### src/pkg/dbc_map.svh
// Purpose: Offsets, field positions, reset values and codes of the debugger control block
// Assumes: One 32-bit aligned word per register on AHB-Lite
// Notes: Definitions only
`ifndef DBC_MAP_SVH
`define DBC_MAP_SVH
// ==========================================
// Register map
`define DBC_OFF_CTRL 12'h000
`define DBC_CTRL_RESET 8'h00
// ==========================================
// Control register fields
`define DBC_BIT_HALT 7
`define DBC_BIT_ARM 6
`define DBC_BIT_ACK 5
`define DBC_BIT_RST 0
// ==========================================
// Codes
`define DBC_BRK_OPCODE 8'h00
`define DBC_CMD_EXEC 8'h12
`define DBC_OPLEN_MIN 3'h1
`define DBC_OPLEN_MAX 3'h5
`endif

### src/pkg/dbc_pkg.sv
// Purpose: Types of the debugger control block
// Assumes: Constants live in dbc_map.svh
// Notes: State of each module is one packed struct
package dbc_pkg;
  // ==========================================
  // Top state
  typedef struct packed {
    logic halt;
    logic arm;
    logic ack;
    logic core_reset;
    logic fetch_en;
    logic brk_nop;
    logic wr_pend;
    logic hreadyout;
    logic [31:0] hrdata;
  } dbc_state_type;
  // ==========================================
  // Command filter state
  typedef enum logic [1:0] {
    DBC_F_IDLE = 2'b00,
    DBC_F_OPCODE = 2'b01,
    DBC_F_DISCARD = 2'b10
  } dbc_fstate_type;
  typedef struct packed {
    dbc_fstate_type st;
    logic [2:0] left;
    logic first;
    logic exec_valid;
    logic [7:0] exec_byte;
    logic discard;
  } dbc_filt_type;
endpackage : dbc_pkg

### src/logic/dbc_cmd_filter.sv
// Purpose: Gate of the execute-opcode debug command
// Assumes: Byte strobes come from the link decoder on the same clock
// Notes: Opcode length arrives with the first opcode byte
`timescale 1ns/1ns
`include "dbc_map.svh"
module dbc_cmd_filter (
  input wire logic hclk,
  input wire logic hresetn,
  input wire logic byte_valid,
  input wire logic [7:0] byte_data,
  input wire logic [2:0] op_len,
  input wire logic allowed,
  output logic exec_valid_r,
  output logic [7:0] exec_byte_r,
  output logic discard_r
);
  dbc_pkg::dbc_filt_type fs_r;
  dbc_pkg::dbc_filt_type fs_nxt;

  // ==========================================
  // Next state
  always_comb begin
    fs_nxt = fs_r;
    fs_nxt.exec_valid = 1'b0;
    fs_nxt.discard = 1'b0;
    case (fs_r.st)
      dbc_pkg::DBC_F_IDLE: begin
        if (byte_valid && byte_data == `DBC_CMD_EXEC) begin
          // Permission frozen at the command byte
          fs_nxt.st = allowed ? dbc_pkg::DBC_F_OPCODE : dbc_pkg::DBC_F_DISCARD;
          fs_nxt.first = 1'b1;
        end
      end
      dbc_pkg::DBC_F_OPCODE: begin
        if (byte_valid) begin
          fs_nxt.exec_valid = 1'b1;
          fs_nxt.exec_byte = byte_data;
          fs_nxt.first = 1'b0;
          if (fs_r.first) begin
            // Out-of-range lengths clamp so the stream never locks up
            if (op_len < `DBC_OPLEN_MIN) begin
              fs_nxt.left = 3'h0;
            end else if (op_len > `DBC_OPLEN_MAX) begin
              fs_nxt.left = `DBC_OPLEN_MAX - 3'h1;
            end else begin
              fs_nxt.left = op_len - 3'h1;
            end
          end else begin
            fs_nxt.left = fs_r.left - 3'h1;
          end
          if (fs_nxt.left == 3'h0) begin
            fs_nxt.st = dbc_pkg::DBC_F_IDLE;
          end
        end
      end
      dbc_pkg::DBC_F_DISCARD: begin
        if (byte_valid) begin
          fs_nxt.discard = 1'b1;
          fs_nxt.st = dbc_pkg::DBC_F_IDLE;
        end
      end
      default: begin
        fs_nxt.st = dbc_pkg::DBC_F_IDLE;
      end
    endcase
  end

  always_ff @(posedge hclk or negedge hresetn) begin
    if (!hresetn) begin
      fs_r <= '0;
    end else begin
      fs_r <= fs_nxt;
    end
  end

  assign exec_valid_r = fs_r.exec_valid;
  assign exec_byte_r = fs_r.exec_byte;
  assign discard_r = fs_r.discard;
endmodule : dbc_cmd_filter

### src/logic/dbc_top.sv
// Purpose: Debugger control register with halt, breakpoint arm and reset request
// Assumes: Zero-wait AHB-Lite slave; read protection and opcode decode on hclk
// Notes: Only the low byte of the word holds the register
`timescale 1ns/1ns
`include "dbc_map.svh"
// Behaviour
// Halt flag at 1 stops core instruction fetch; at 0 core runs.
// Clearing the halt flag lets the core fetch and execute again.
// Armed breakpoint opcode decoded by core sets the halt flag.
// Unarmed breakpoint opcode 00H acts as no-operation, halt flag unchanged.
// Under read protection writing 0 to halt is ignored; only reset clears.
// Writes give reset-and-stop, reset-and-go, and run that releases a halted core.
// Command 12H opcode runs only halted and unprotected; else one byte discarded.
// Register resets to zero; bits 4 to 1 read-only, reading zero.
module dbc_top (
  input wire logic hclk,
  input wire logic hresetn,
  input wire logic hsel,
  input wire logic [11:0] haddr,
  input wire logic [1:0] htrans,
  input wire logic hwrite,
  input wire logic [2:0] hsize,
  input wire logic [31:0] hwdata,
  input wire logic hready,
  output logic hreadyout,
  output logic hresp,
  output logic [31:0] hrdata,
  input wire logic read_protect,
  input wire logic opcode_valid,
  input wire logic [7:0] opcode,
  input wire logic link_byte_valid,
  input wire logic [7:0] link_byte,
  input wire logic [2:0] link_op_len,
  output logic core_halt,
  output logic core_fetch_en,
  output logic core_reset_req,
  output logic brk_nop,
  output logic ack_enable,
  output logic exec_valid,
  output logic [7:0] exec_byte,
  output logic exec_discard
);
  dbc_pkg::dbc_state_type st_r;
  dbc_pkg::dbc_state_type st_nxt;
  logic addr_take;
  logic wr_now;
  logic brk_hit;
  logic [7:0] wd;

  // ==========================================
  // Register read image
  function automatic logic [31:0] ctrl_image(input dbc_pkg::dbc_state_type s);
    logic [31:0] v;
    v = 32'h0000_0000;
    v[`DBC_BIT_HALT] = s.halt;
    v[`DBC_BIT_ARM] = s.arm;
    v[`DBC_BIT_ACK] = s.ack;
    v[`DBC_BIT_RST] = s.core_reset;
    return v;
  endfunction : ctrl_image

  // Word decode shared by bus logic and checks
  function automatic logic ctrl_hit(input logic [11:0] a);
    return a[11:2] == 10'(`DBC_OFF_CTRL >> 2);
  endfunction : ctrl_hit

  // ==========================================
  // Next state
  always_comb begin
    addr_take = hsel && hready && htrans[1];
    wr_now = st_r.wr_pend;
    wd = hwdata[7:0];
    brk_hit = opcode_valid && opcode == `DBC_BRK_OPCODE;
    st_nxt = st_r;
    st_nxt.hreadyout = 1'b1;
    st_nxt.core_reset = 1'b0;
    st_nxt.brk_nop = 1'b0;
    // Only one register: only the word at offset 000H decodes to it, other words are ignored
    st_nxt.wr_pend = addr_take && hwrite && ctrl_hit(haddr);
    if (wr_now) begin
      st_nxt.arm = wd[`DBC_BIT_ARM];
      st_nxt.ack = wd[`DBC_BIT_ACK];
      st_nxt.core_reset = wd[`DBC_BIT_RST];
      if (wd[`DBC_BIT_HALT]) begin
        st_nxt.halt = 1'b1;
      end else if (!read_protect) begin
        st_nxt.halt = 1'b0;
      end
    end
    // Breakpoint uses the arm bit in force before the write lands
    if (brk_hit) begin
      if (st_r.arm) begin
        st_nxt.halt = 1'b1;
      end else begin
        st_nxt.brk_nop = 1'b1;
      end
    end
    st_nxt.fetch_en = !st_nxt.halt;
    // Read image taken from next value so a write just before is seen
    if (addr_take && !hwrite && ctrl_hit(haddr)) begin
      st_nxt.hrdata = ctrl_image(st_nxt);
    end else begin
      st_nxt.hrdata = 32'h0000_0000;
    end
  end

  always_ff @(posedge hclk or negedge hresetn) begin
    if (!hresetn) begin
      st_r <= '{halt: 1'b0, arm: 1'b0, ack: 1'b0, core_reset: 1'b0, fetch_en: 1'b1,
                brk_nop: 1'b0, wr_pend: 1'b0, hreadyout: 1'b1, hrdata: 32'h0000_0000};
    end else begin
      st_r <= st_nxt;
    end
  end

  // ==========================================
  // Outputs
  assign hreadyout = st_r.hreadyout;
  assign hresp = 1'b0;
  assign hrdata = st_r.hrdata;
  assign core_halt = st_r.halt;
  assign core_fetch_en = st_r.fetch_en;
  assign core_reset_req = st_r.core_reset;
  assign brk_nop = st_r.brk_nop;
  assign ack_enable = st_r.ack;

  // ==========================================
  // Execute command gate
  dbc_cmd_filter u_filter (
    .hclk(hclk),
    .hresetn(hresetn),
    .byte_valid(link_byte_valid),
    .byte_data(link_byte),
    .op_len(link_op_len),
    .allowed(st_r.halt && !read_protect),
    .exec_valid_r(exec_valid),
    .exec_byte_r(exec_byte),
    .discard_r(exec_discard)
  );
endmodule : dbc_top

### config.mk
export PLATFORM = sky130hd
export DESIGN_NAME = dbc_top
export DESIGN_NICKNAME = d
export VERILOG_FILES = /design/src/pkg/dbc_pkg.sv /design/src/logic/dbc_cmd_filter.sv /design/src/logic/dbc_top.sv
export VERILOG_INCLUDE_DIRS = /design/src /design/src/pkg
export SDC_FILE = /design/constraint.sdc
export NUM_CORES = 1
export LEC_CHECK = 0
export BUFFER_PORTS_ARGS = -buffer_cell sky130_fd_sc_hd__clkbuf_2
export CAP_MARGIN = 20
export CORE_AREA = 2 2 64 66
export CTS_BUF_LIST = sky130_fd_sc_hd__clkbuf_8
export DETAILED_ROUTE_END_ITERATION = 12
export DIE_AREA = 0 0 66 68
export PLACE_DENSITY = 0.84
export SLEW_MARGIN = 20
export SYNTH_ARGS = -nofsm -noshare
export SYNTH_HDL_FRONTEND = slang
export SYNTH_SLANG_ARGS = --single-unit
### constraint.sdc
create_clock -name hclk -period 2.2 [get_ports hclk]
set_input_delay 0.44 -clock hclk [delete_from_list [all_inputs] [get_ports hclk]]
set_output_delay 0.44 -clock hclk [all_outputs]
set_load 0.1 [all_outputs]
==> summary by stage, run 1 <==
CTS
The clock net in this run drives a total of 27 sinks. The H-tree depth is 1. The worst-skew pair later-pin latency is about 0.27 ns. TritonCTS created 3 clock buffers. Clock tree synthesis selected as its root buffer the cell sky130_fd_sc_hd__clkbuf_8. Post-CTS timing repair inserted 0 buffers for setup. In this run, post-CTS hold repair placed 0 buffers.

The number of buffers between clock root and the deepest sink is 2. Clock-pin slew was measured on the worst setup and hold paths at approximately 0.10 ns. After clock tree synthesis, the repair step resized 0 gates. TritonCTS built the clock tree.

Run
The max capacitance violation total is 0.

Floorplanning
The number of placed I/O pins is 125. The area enclosed by the die boundary is approximately 4500 µm². The die span in x is ~66 µm. The floorplan step defined a core boundary enclosing between 3000 and 4000 µm². The initial core utilization is between 40% and 50%. The vertical die dimension is 68 µm. The floorplan has 23 rows.

Setup path
Tracing the worst setup path back leads to its startpoint at core_fetch_en. The capturing element type of the critical path is an output port. The number of buffers and inverters on the critical path is 1. Data on the critical path is required at its endpoint by 1.76 ns. For this run, the slowest stage of the critical path takes around 0.52 ns. STA classifies the critical path startpoint as a flip-flop.

The critical path class is reg2out. In this run the number of cells on the critical path is 1. The logic depth of the worst register-to-register path is 5.

In this run the critical register-to-register path is launched from u_filter.fs_r[15]. In this run the worst path has a maximum fanout of 1. The signal on the critical path passes through clkbuf_2. The dominant delay contributor by cell family on the critical path is flip-flops. The cell with the largest stage delay on the worst path is sky130_fd_sc_hd__dfstp_2. The data arrival time of the critical path is approximately 1.2 ns.

Final layout
The area taken by flip-flops and latches is between 600 and 700 µm². In the final layout, the share of cells above drive strength 1 is a little under a third. The number of antenna diodes is 0. The total of fill cells in the finished design is 374. The multi-input combinational cell area is between 600 and 700 µm².

The area growth from synthesis to layout is 12.2%. The number of nets at the end of the flow is ~300. Cells fill between 40% and 50% of the core in the end.

Placement
In this run the tool buffered the top-level ports with 60 buffer cells. At the end of routability-driven placement, the weighted congestion stood at between 0.7 and 0.8. The wire-length estimate of the detail-placed layout is 2.34 mm.

Drt
The number of violations reported at the end of detailed-routing iteration 0 is 58. Using the TritonRoute via totals, the vias-per-cell ratio works out to between 4 and 5. The number of optimization iterations in the first detailed-route pass is 4. The final routed DRC violation total is 0. Once detail routing completed, the nets flagged for antenna violations numbered 0. The total routed wirelength is around 2.8 mm.

The final routed wire length divided by cell count is around 11 µm. The count of vias placed by the detailed router is roughly 1,200.

Worst hold path
The path class of the tightest hold or removal check is in2async.

Synth
The count of different cell masters after synthesis is 36. The gate count after technology mapping is 170. For this run, the leading register cell type out of synthesis is sky130_fd_sc_hd__dfrtp_1. The number of enable flip-flop cells after synthesis is 0. The sequential cell area fraction in the yosys report is between 40% and 50%. Yosys printed 0 warnings. After synthesis the cells add up to around 1600 µm². The mean area per synthesized cell is 9.14 µm².

The number of storage elements in the synthesis netlist is 27. For this run, asynchronously set or reset flops after synthesis account for 100%.

Timing
The routed design could run at a clock period as short as approximately 1.7 ns. At the pin with the least slew margin, the transition time is between 0.6 and 0.7 ns. The upper clock frequency limit is ~0.6 GHz. The fraction of the cycle the final worst path needs is 75.6%. For the final database, setup skew stands at ~0.011 ns. Setup total negative slack on the finished layout was measured at 0 ns.

Setup violations remaining at the end of the flow were counted as 0. Headroom to the max-slew limit came out at between 50% and 60%. The final number of hold-violating endpoints is 0. The count of pins over their slew limit was 0.

Setup repair after global routing left no endpoint under its margin.

Pwr
The highest ir drop seen on vdd is roughly 0.25 mV. For this design the static power due to leakage is between 1 and 1.5 nW. The power per standard cell area is 683 nW/µm².

GRT
The initial antenna violation count is 0. Entering global routing, the biggest net connects 28 pins. The via count of the first global-routing pass is between 900 and 1,000. The first global-routing pass estimated between 4 and 5 mm of wire. The aggregate global routing overflow is 0. The total track usage is around an eighth.

Outcome
The run finished with clean final reports.
==> placed cells by master, fill, tap and decap left out, types with 5 or more instances in the layout <==
| master | n |
|---|---|
| sky130_fd_sc_hd__conb_1 | 30 |
| sky130_fd_sc_hd__nor2_1 | 12 |
| sky130_fd_sc_hd__inv_1 | 10 |
| sky130_fd_sc_hd__nand2_1 | 28 |
| sky130_fd_sc_hd__o21ai_1 | 5 |
| sky130_fd_sc_hd__dfrtp_1 | 26 |
| sky130_fd_sc_hd__clkbuf_2 | 60 |
| sky130_fd_sc_hd__and2_1 | 5 |
==> routing by layer <==
metal | share of wire [%] | routed length, µm | GRT usage [%] | up-vias
met3 | 9.0 | 256 | 2.63 | 2
met1 | 41 | 1160 | 13.2 | 536
met5 | 0 | 0 | 0 | -
li1 | - | - | - | 576
met2 | 49 | 1400 | 22.2 | 65
met4 | 0.88 | 25 | 5.61 | 0
==> area by class of cell <==
class,count,share of cell area (%)
clock inverter,1,0.215
timing repair buffer,60,17.2
multi-input combinational,118,35.7
sequential,27,38.8
clock buffer,3,2.37
inverter,10,2.15
tap,50,3.59
==> sequential cells by signal, indices dropped and copies added, names as in the netlist <==
| name | count |
|---|---|
| core_halt | 1 |
| u_filter.discard_r | 1 |
| u_filter.fs_r | 6 |
| core_reset_req | 1 |
| hrdata | 4 |
| ack_enable | 1 |
| st_r | 1 |
| u_filter.exec_valid_r | 1 |
| wr_now | 1 |
| core_fetch_en | 1 |
| brk_nop | 1 |
| u_filter.exec_byte_r | 8 |
==> through the flow <==
| step | worst slack, ns | std cells | hold slack [ns] | instance area [µm²] | total power, mW |
|---|---|---|---|---|---|
| after floorplan | 0.754 | 198 | 0.144 | 1660 | 0.910 |
| after global placement | 0.490 | 265 | 0.418 | 1700 | 0.924 |
| after detailed placement | 0.504 | 265 | 0.425 | 1700 | 0.928 |
| final | 0.537 | 269 | 0.179 | 1740 | 1.19 |
| after global routing | 0.485 | 269 | 0.241 | 1740 | 1.25 |
| after CTS | 0.519 | 269 | 0.205 | 1740 | 1.21 |
==> synthesized netlist by cell type (all sizes together), types with 2 or more instances <==
library cell	count	area share (%)
buf	43	21
nand2	28	6.8
dfrtp	26	42
nor2	12	2.9
inv	10	2.4
o21ai	7	2.3
and2	5	2.0
ha	3	2.4
nand3	3	0.97
nor2b	3	1.9
nor3	3	0.97
nor4b	3	1.7
a2111oi	2	1.6
a21oi	2	0.64
a22oi	2	0.97
conb	2	0.48
nand2b	2	0.81
==> worst paths after layout <==
path / end / slack, ns
worst max-delay path: core_fetch_en / 0.54
worst max register to register: u_filter.fs_r[13] / 0.73
worst min register to register: brk_nop / 0.43
worst min-delay path: u_filter.exec_byte_r[1] / 0.18
min in group hclk: u_filter.exec_byte_r[2] / 0.37
max in group asynchronous: hrdata[6] / 1.58
==> power by group <==
group,leakage [nW],internal (mW),switching [mW]
logic,0.632,0.0531,0.344
clock network,0.0269,0.125,0.149
registers,0.357,0.511,0.00916
==> cells by family (layout without fill, tap and decap cells) <==
kind of cell | count (synthesis) | after routing | synth area share [%]
multiplexers | 2 | 2 | 1.37
other | 2 | 30 | 0.483
adder cells (fa/ha/maj) | 3 | 3 | 2.42
AO/OA/AOI/OAI | 16 | 16 | 7.17
AND/OR/NAND/NOR | 66 | 66 | 21.3
flip-flops | 27 | 27 | 43.6
buffers and inverters | 53 | 74 | 23.2
XOR/XNOR | 1 | 1 | 0.564
(Power assumes the default switching activity.)
==> inputs of run 2 (changes only) <==
--- a/config.mk
+++ b/config.mk
@@ -6,13 +6,14 @@
 export SDC_FILE = /design/constraint.sdc
 export NUM_CORES = 1
 export LEC_CHECK = 0
+export ABC_AREA = 1
 export BUFFER_PORTS_ARGS = -buffer_cell sky130_fd_sc_hd__clkbuf_2
 export CAP_MARGIN = 20
-export CORE_AREA = 2 2 64 66
+export CORE_AREA = 2 2 70 72
 export CTS_BUF_LIST = sky130_fd_sc_hd__clkbuf_8
 export DETAILED_ROUTE_END_ITERATION = 12
-export DIE_AREA = 0 0 66 68
-export PLACE_DENSITY = 0.84
+export DIE_AREA = 0 0 72 74
+export PLACE_DENSITY = 0.76
 export SLEW_MARGIN = 20
 export SYNTH_ARGS = -nofsm -noshare
 export SYNTH_HDL_FRONTEND = slang
==> constraint.sdc (replaced) <==
create_clock -name hclk -period 1.4 [get_ports hclk]
set_input_delay 0.28 -clock hclk [delete_from_list [all_inputs] [get_ports hclk]]
set_output_delay 0.28 -clock hclk [all_outputs]
set_load 0.1 [all_outputs]
==> summary by stage, run 2 <==
Placement
The routability congestion estimate is 0.710 (-9.7%). The placed wire-length estimate after detailed placement was 2.41 mm (+2.6%). The port buffer count was 60 (unchanged).

CTS
The worst-skew pair later-pin latency is 0.27 ns (about the same). The number of clock sinks is 27 (unchanged). The H-tree depth was 1 (unchanged). The number of CTS-inserted buffers is 3 (unchanged). TritonCTS built the clock tree. The clock-pin slew of the registers on the worst-case setup and hold paths is 0.09 ns (about the same). The number of buffers between clock root and the deepest sink is 2 (unchanged). In this run the clock root is driven by a sky130_fd_sc_hd__clkbuf_8.

Final layout
Compared with the post-synthesis result, the final layout area differs by 25.0%. The number of nets at the end of the flow came to 338 (+13%). The share of cells above drive strength 1 came to 35.7% (+3.7 points).

In the layout the commonest cells are sky130_fd_sc_hd__nand2_1 (47), sky130_fd_sc_hd__clkbuf_2 (41), sky130_fd_sc_hd__conb_1 (30), sky130_fd_sc_hd__dfrtp_1 (25), sky130_fd_sc_hd__nor2_1 (22). The total of fill cells in the finished design was 457 (+22%). The most common library cell in the layout ignoring fill and taps is sky130_fd_sc_hd__nand2_1. The number of antenna diodes is 0 (unchanged). The number of flip-flops under the largest register name came to 8 (unchanged).

The final cell utilization of the core is 43.9% (-1.3 points).

Drt
The final routed DRC violation total is 0 (unchanged). The antenna violation net count after detailed routing is 0 (unchanged). The post-detailed-route via-to-cell ratio is 4.06 (-7.4%). The number of violations reported at the end of detailed-routing iteration 0 is 41 (-29%).

The count of vias placed by the detailed router is 1,266 (+7.4%). The total routed wirelength is 2.88 mm (+1.8%). The number of optimization iterations in the first detailed-route pass came to 4 (unchanged). The routed length on met2 is 1.48 mm (+5.9%). The final routed wire length divided by cell count was 9.24 µm (-12%).

The wire length on met3 is 292 µm (+14%). The met1 wire length is 1.11 mm (-3.9%). Routed signal wires occupy layers up through met3.

Setup path
The capturing element type of the critical path is a flip-flop. The data required time of the worst path was 1.57 ns (-0.19 ns). The critical path startpoint category is a flip-flop. By startpoint and endpoint, the worst setup path is classified as reg2reg. The maximum net fanout on the critical path is 3 (+2).

The data arrival time of the critical path is 1.54 ns (+0.32 ns).

Synth
The largest total area in the synthesized netlist belongs to sky130_fd_sc_hd__dfrtp_1. The mean area per synthesized cell is 7.95 µm² (-13%). Sorting the synthesized cells by how often they occur yields sky130_fd_sc_hd__nand2_1 (47), sky130_fd_sc_hd__buf_4 (42), sky130_fd_sc_hd__dfrtp_1 (26).

The netlist area before placement is 1610 µm² (+3.9%). sky130_fd_sc_hd__nand2_1 is the most common cell in the netlist. By area the synthesized netlist is led by sky130_fd_sc_hd__dfrtp_1 (40%), sky130_fd_sc_hd__buf_4 (20%), sky130_fd_sc_hd__nand2_1 (11%). The share of the synthesized area in the top cell type was 40.3% (-1.6 points). The async set-reset flop share out of synthesis is 100% (unchanged). The most used flip-flop cell after synthesis is sky130_fd_sc_hd__dfrtp_1. The number of storage elements in the synthesis netlist is 27 (unchanged). The count of different cell masters after synthesis is 25 (-31%). The gate count after technology mapping came to 203 (+19%). The sequential cell area fraction in the yosys report is 41.9% (-1.6 points).

The number of enable flip-flop cells after synthesis was 0 (unchanged). The Yosys warning count is 0 (unchanged).

GRT
The initial antenna violation count is 0 (unchanged). The maximum number of pins on one net before global-route repair is 19 (-32%). The total track usage is 10.9% (-1.1 points). The via count of the first global-routing pass came to 1,089 (+10%). The first-pass GRT wire length is 4.56 mm (+13%). The aggregate global routing overflow is 0 (unchanged).

Pwr
The switching power summed over all nets was 2.03 mW (+300%). The portion of total power attributed to sequential cells is 28.6% (-15 points). The part of the power in combinational logic is 60.3% (+27 points). The highest ir drop seen on vdd is 0.849 mV (+240%).

The power per standard cell area is 1910 nW/µm² (+180%). The fraction of power consumed by the clock network is 11.1% (-12 points). The switching part of the total is 52.7% (+11 points). The cell leakage power was 1.17 nW (+16%). The cell-internal power came to 1.82 mW (+160%).

Timing
The final number of hold-violating endpoints is 0 (unchanged). Timing would allow up to between 0.7 and 0.8 GHz. Setup repair after global routing could not meet its margin everywhere. The setup violation total in the final timing report is 0 (unchanged).

The tightest hold margin is 0.218 ns (+0.0388 ns). In the finished design, the share of the clock period the worst path needs comes to 97.8%. The count of pins over their slew limit is 0 (unchanged). For the finished layout, the period the worst path requires is 1.37 ns. The maximum clock skew at final layout was 0.00342 ns (-0.00728 ns).

Floorplanning
The core box area is 4600 µm² (+19%). The die span in x is 72 µm (+9.1%). The number of rows created at floorplan came to 25 (+8.7%). The number of placed I/O pins came to 125 (unchanged). The vertical die dimension is 74 µm (+8.8%). The initial core utilization is 35.1% (-5.2 points). The area enclosed by the die boundary is 5330 µm² (+19%).

Outcome
The run finished with clean final reports.

Worst hold path
The tightest min-delay check is of the in2reg type.

Run
The max capacitance violation total is 0 (unchanged).
==> run 2: cell types whose count changed in the layout (fill, tap and decap cells not counted), moves of 8 or more <==
cell | before | now
sky130_fd_sc_hd__buf_12 | 0 | 8
sky130_fd_sc_hd__buf_4 | 0 | 16
sky130_fd_sc_hd__clkbuf_2 | 60 | 41
sky130_fd_sc_hd__inv_1 | 10 | 19
sky130_fd_sc_hd__nand2_1 | 28 | 47
sky130_fd_sc_hd__nor2_1 | 12 | 22
==> run 2: logic make-up after synthesis <==
family,count (synthesis),share of synthesized area (%)
flops,27,41.9
buf+inv,67,25.4
simple gates,91,24.9
compound gates,12,4.42
other cells,2,0.465
xor+xnor,1,0.543
fa+ha+maj,3,2.33
==> run 2: area by class of cell <==
cell class / instances / area, µm² / area share, %
sequential: 27 / 678 / 33.6
multi-input combinational: 137 / 642 / 31.8
timing repair buffer: 66 / 495 / 24.6
inverter: 24 / 90.1 / 4.46
tap: 54 / 67.6 / 3.35
clock buffer: 3 / 41.3 / 2.05
clock inverter: 1 / 3.75 / 0.186
==> run 2: what timing repair did <==
item	4_1_cts	5_1_grt
endpoints found under the setup margin	0	2
hold endpoints to repair	16	0
setup buffers	0	1
hold buffers	1	0
resized for setup	0	2
==> run 2: per-stage QoR <==
stage	std cells	setup TNS, ns	worst slack, ns	power [mW]	instance area [µm²]
final	312	0	0.0306	3.85	2020
after global routing	312	-0.0939	-0.0757	4.07	2020
after CTS	311	0	0.0150	3.83	2000
after detailed placement	306	-0.0806	-0.0771	3.39	1950
after global placement	306	-0.0465	-0.0465	3.37	1950
after floorplan	231	0	0.102	2.98	1720
==> run 2: layer usage <==
layer	global-route usage (%)	vias up
li1	-	655
met1	12.4	551
met2	20.5	60
met3	4.34	0
met4	0.629	0
met5	0	-
==> run 2: path summary, 6_finish.rpt <==
path                                   startpoint                       to  slack (ns)  depth (start not counted)
worst max-delay path            u_filter.fs_r[11]        u_filter.fs_r[14]        0.03                         10
worst min-delay path                 link_byte[5]  u_filter.exec_byte_r[5]        0.22                          3
worst max register to register  u_filter.fs_r[11]        u_filter.fs_r[14]        0.03                         10
worst min register to register           st_r[38]                  brk_nop        0.45                          1
max in group asynchronous                 hresetn                core_halt        0.39                          3
min in group asynchronous                 hresetn       u_filter.discard_r        0.48                          2
==> run 2: worst max-delay path, stage by stage, from the launching register on <==
cell and delay, ns:
sky130_fd_sc_hd__dfrtp_1 0.39, sky130_fd_sc_hd__inv_1 0.06, sky130_fd_sc_hd__ha_2 0.18, sky130_fd_sc_hd__xnor2_2 0.10
sky130_fd_sc_hd__nor2_1 0.06, sky130_fd_sc_hd__a21oi_2 0.12, sky130_fd_sc_hd__nand3_1 0.10, sky130_fd_sc_hd__nand2_2 0.11
sky130_fd_sc_hd__nand2_1 0.05, sky130_fd_sc_hd__nand2_1 0.05, sky130_fd_sc_hd__nand2_1 0.05
==> run 2: power groups by stage <==
stage,sequential (mW),combinational (mW),clock (mW)
2_1_floorplan,1.13,1.85,0
3_3_place_gp,1.11,2.26,0
3_5_place_dp,1.12,2.28,0
4_1_cts,1.10,2.28,0.447
5_1_grt,1.12,2.46,0.488
6_report,1.10,2.32,0.428
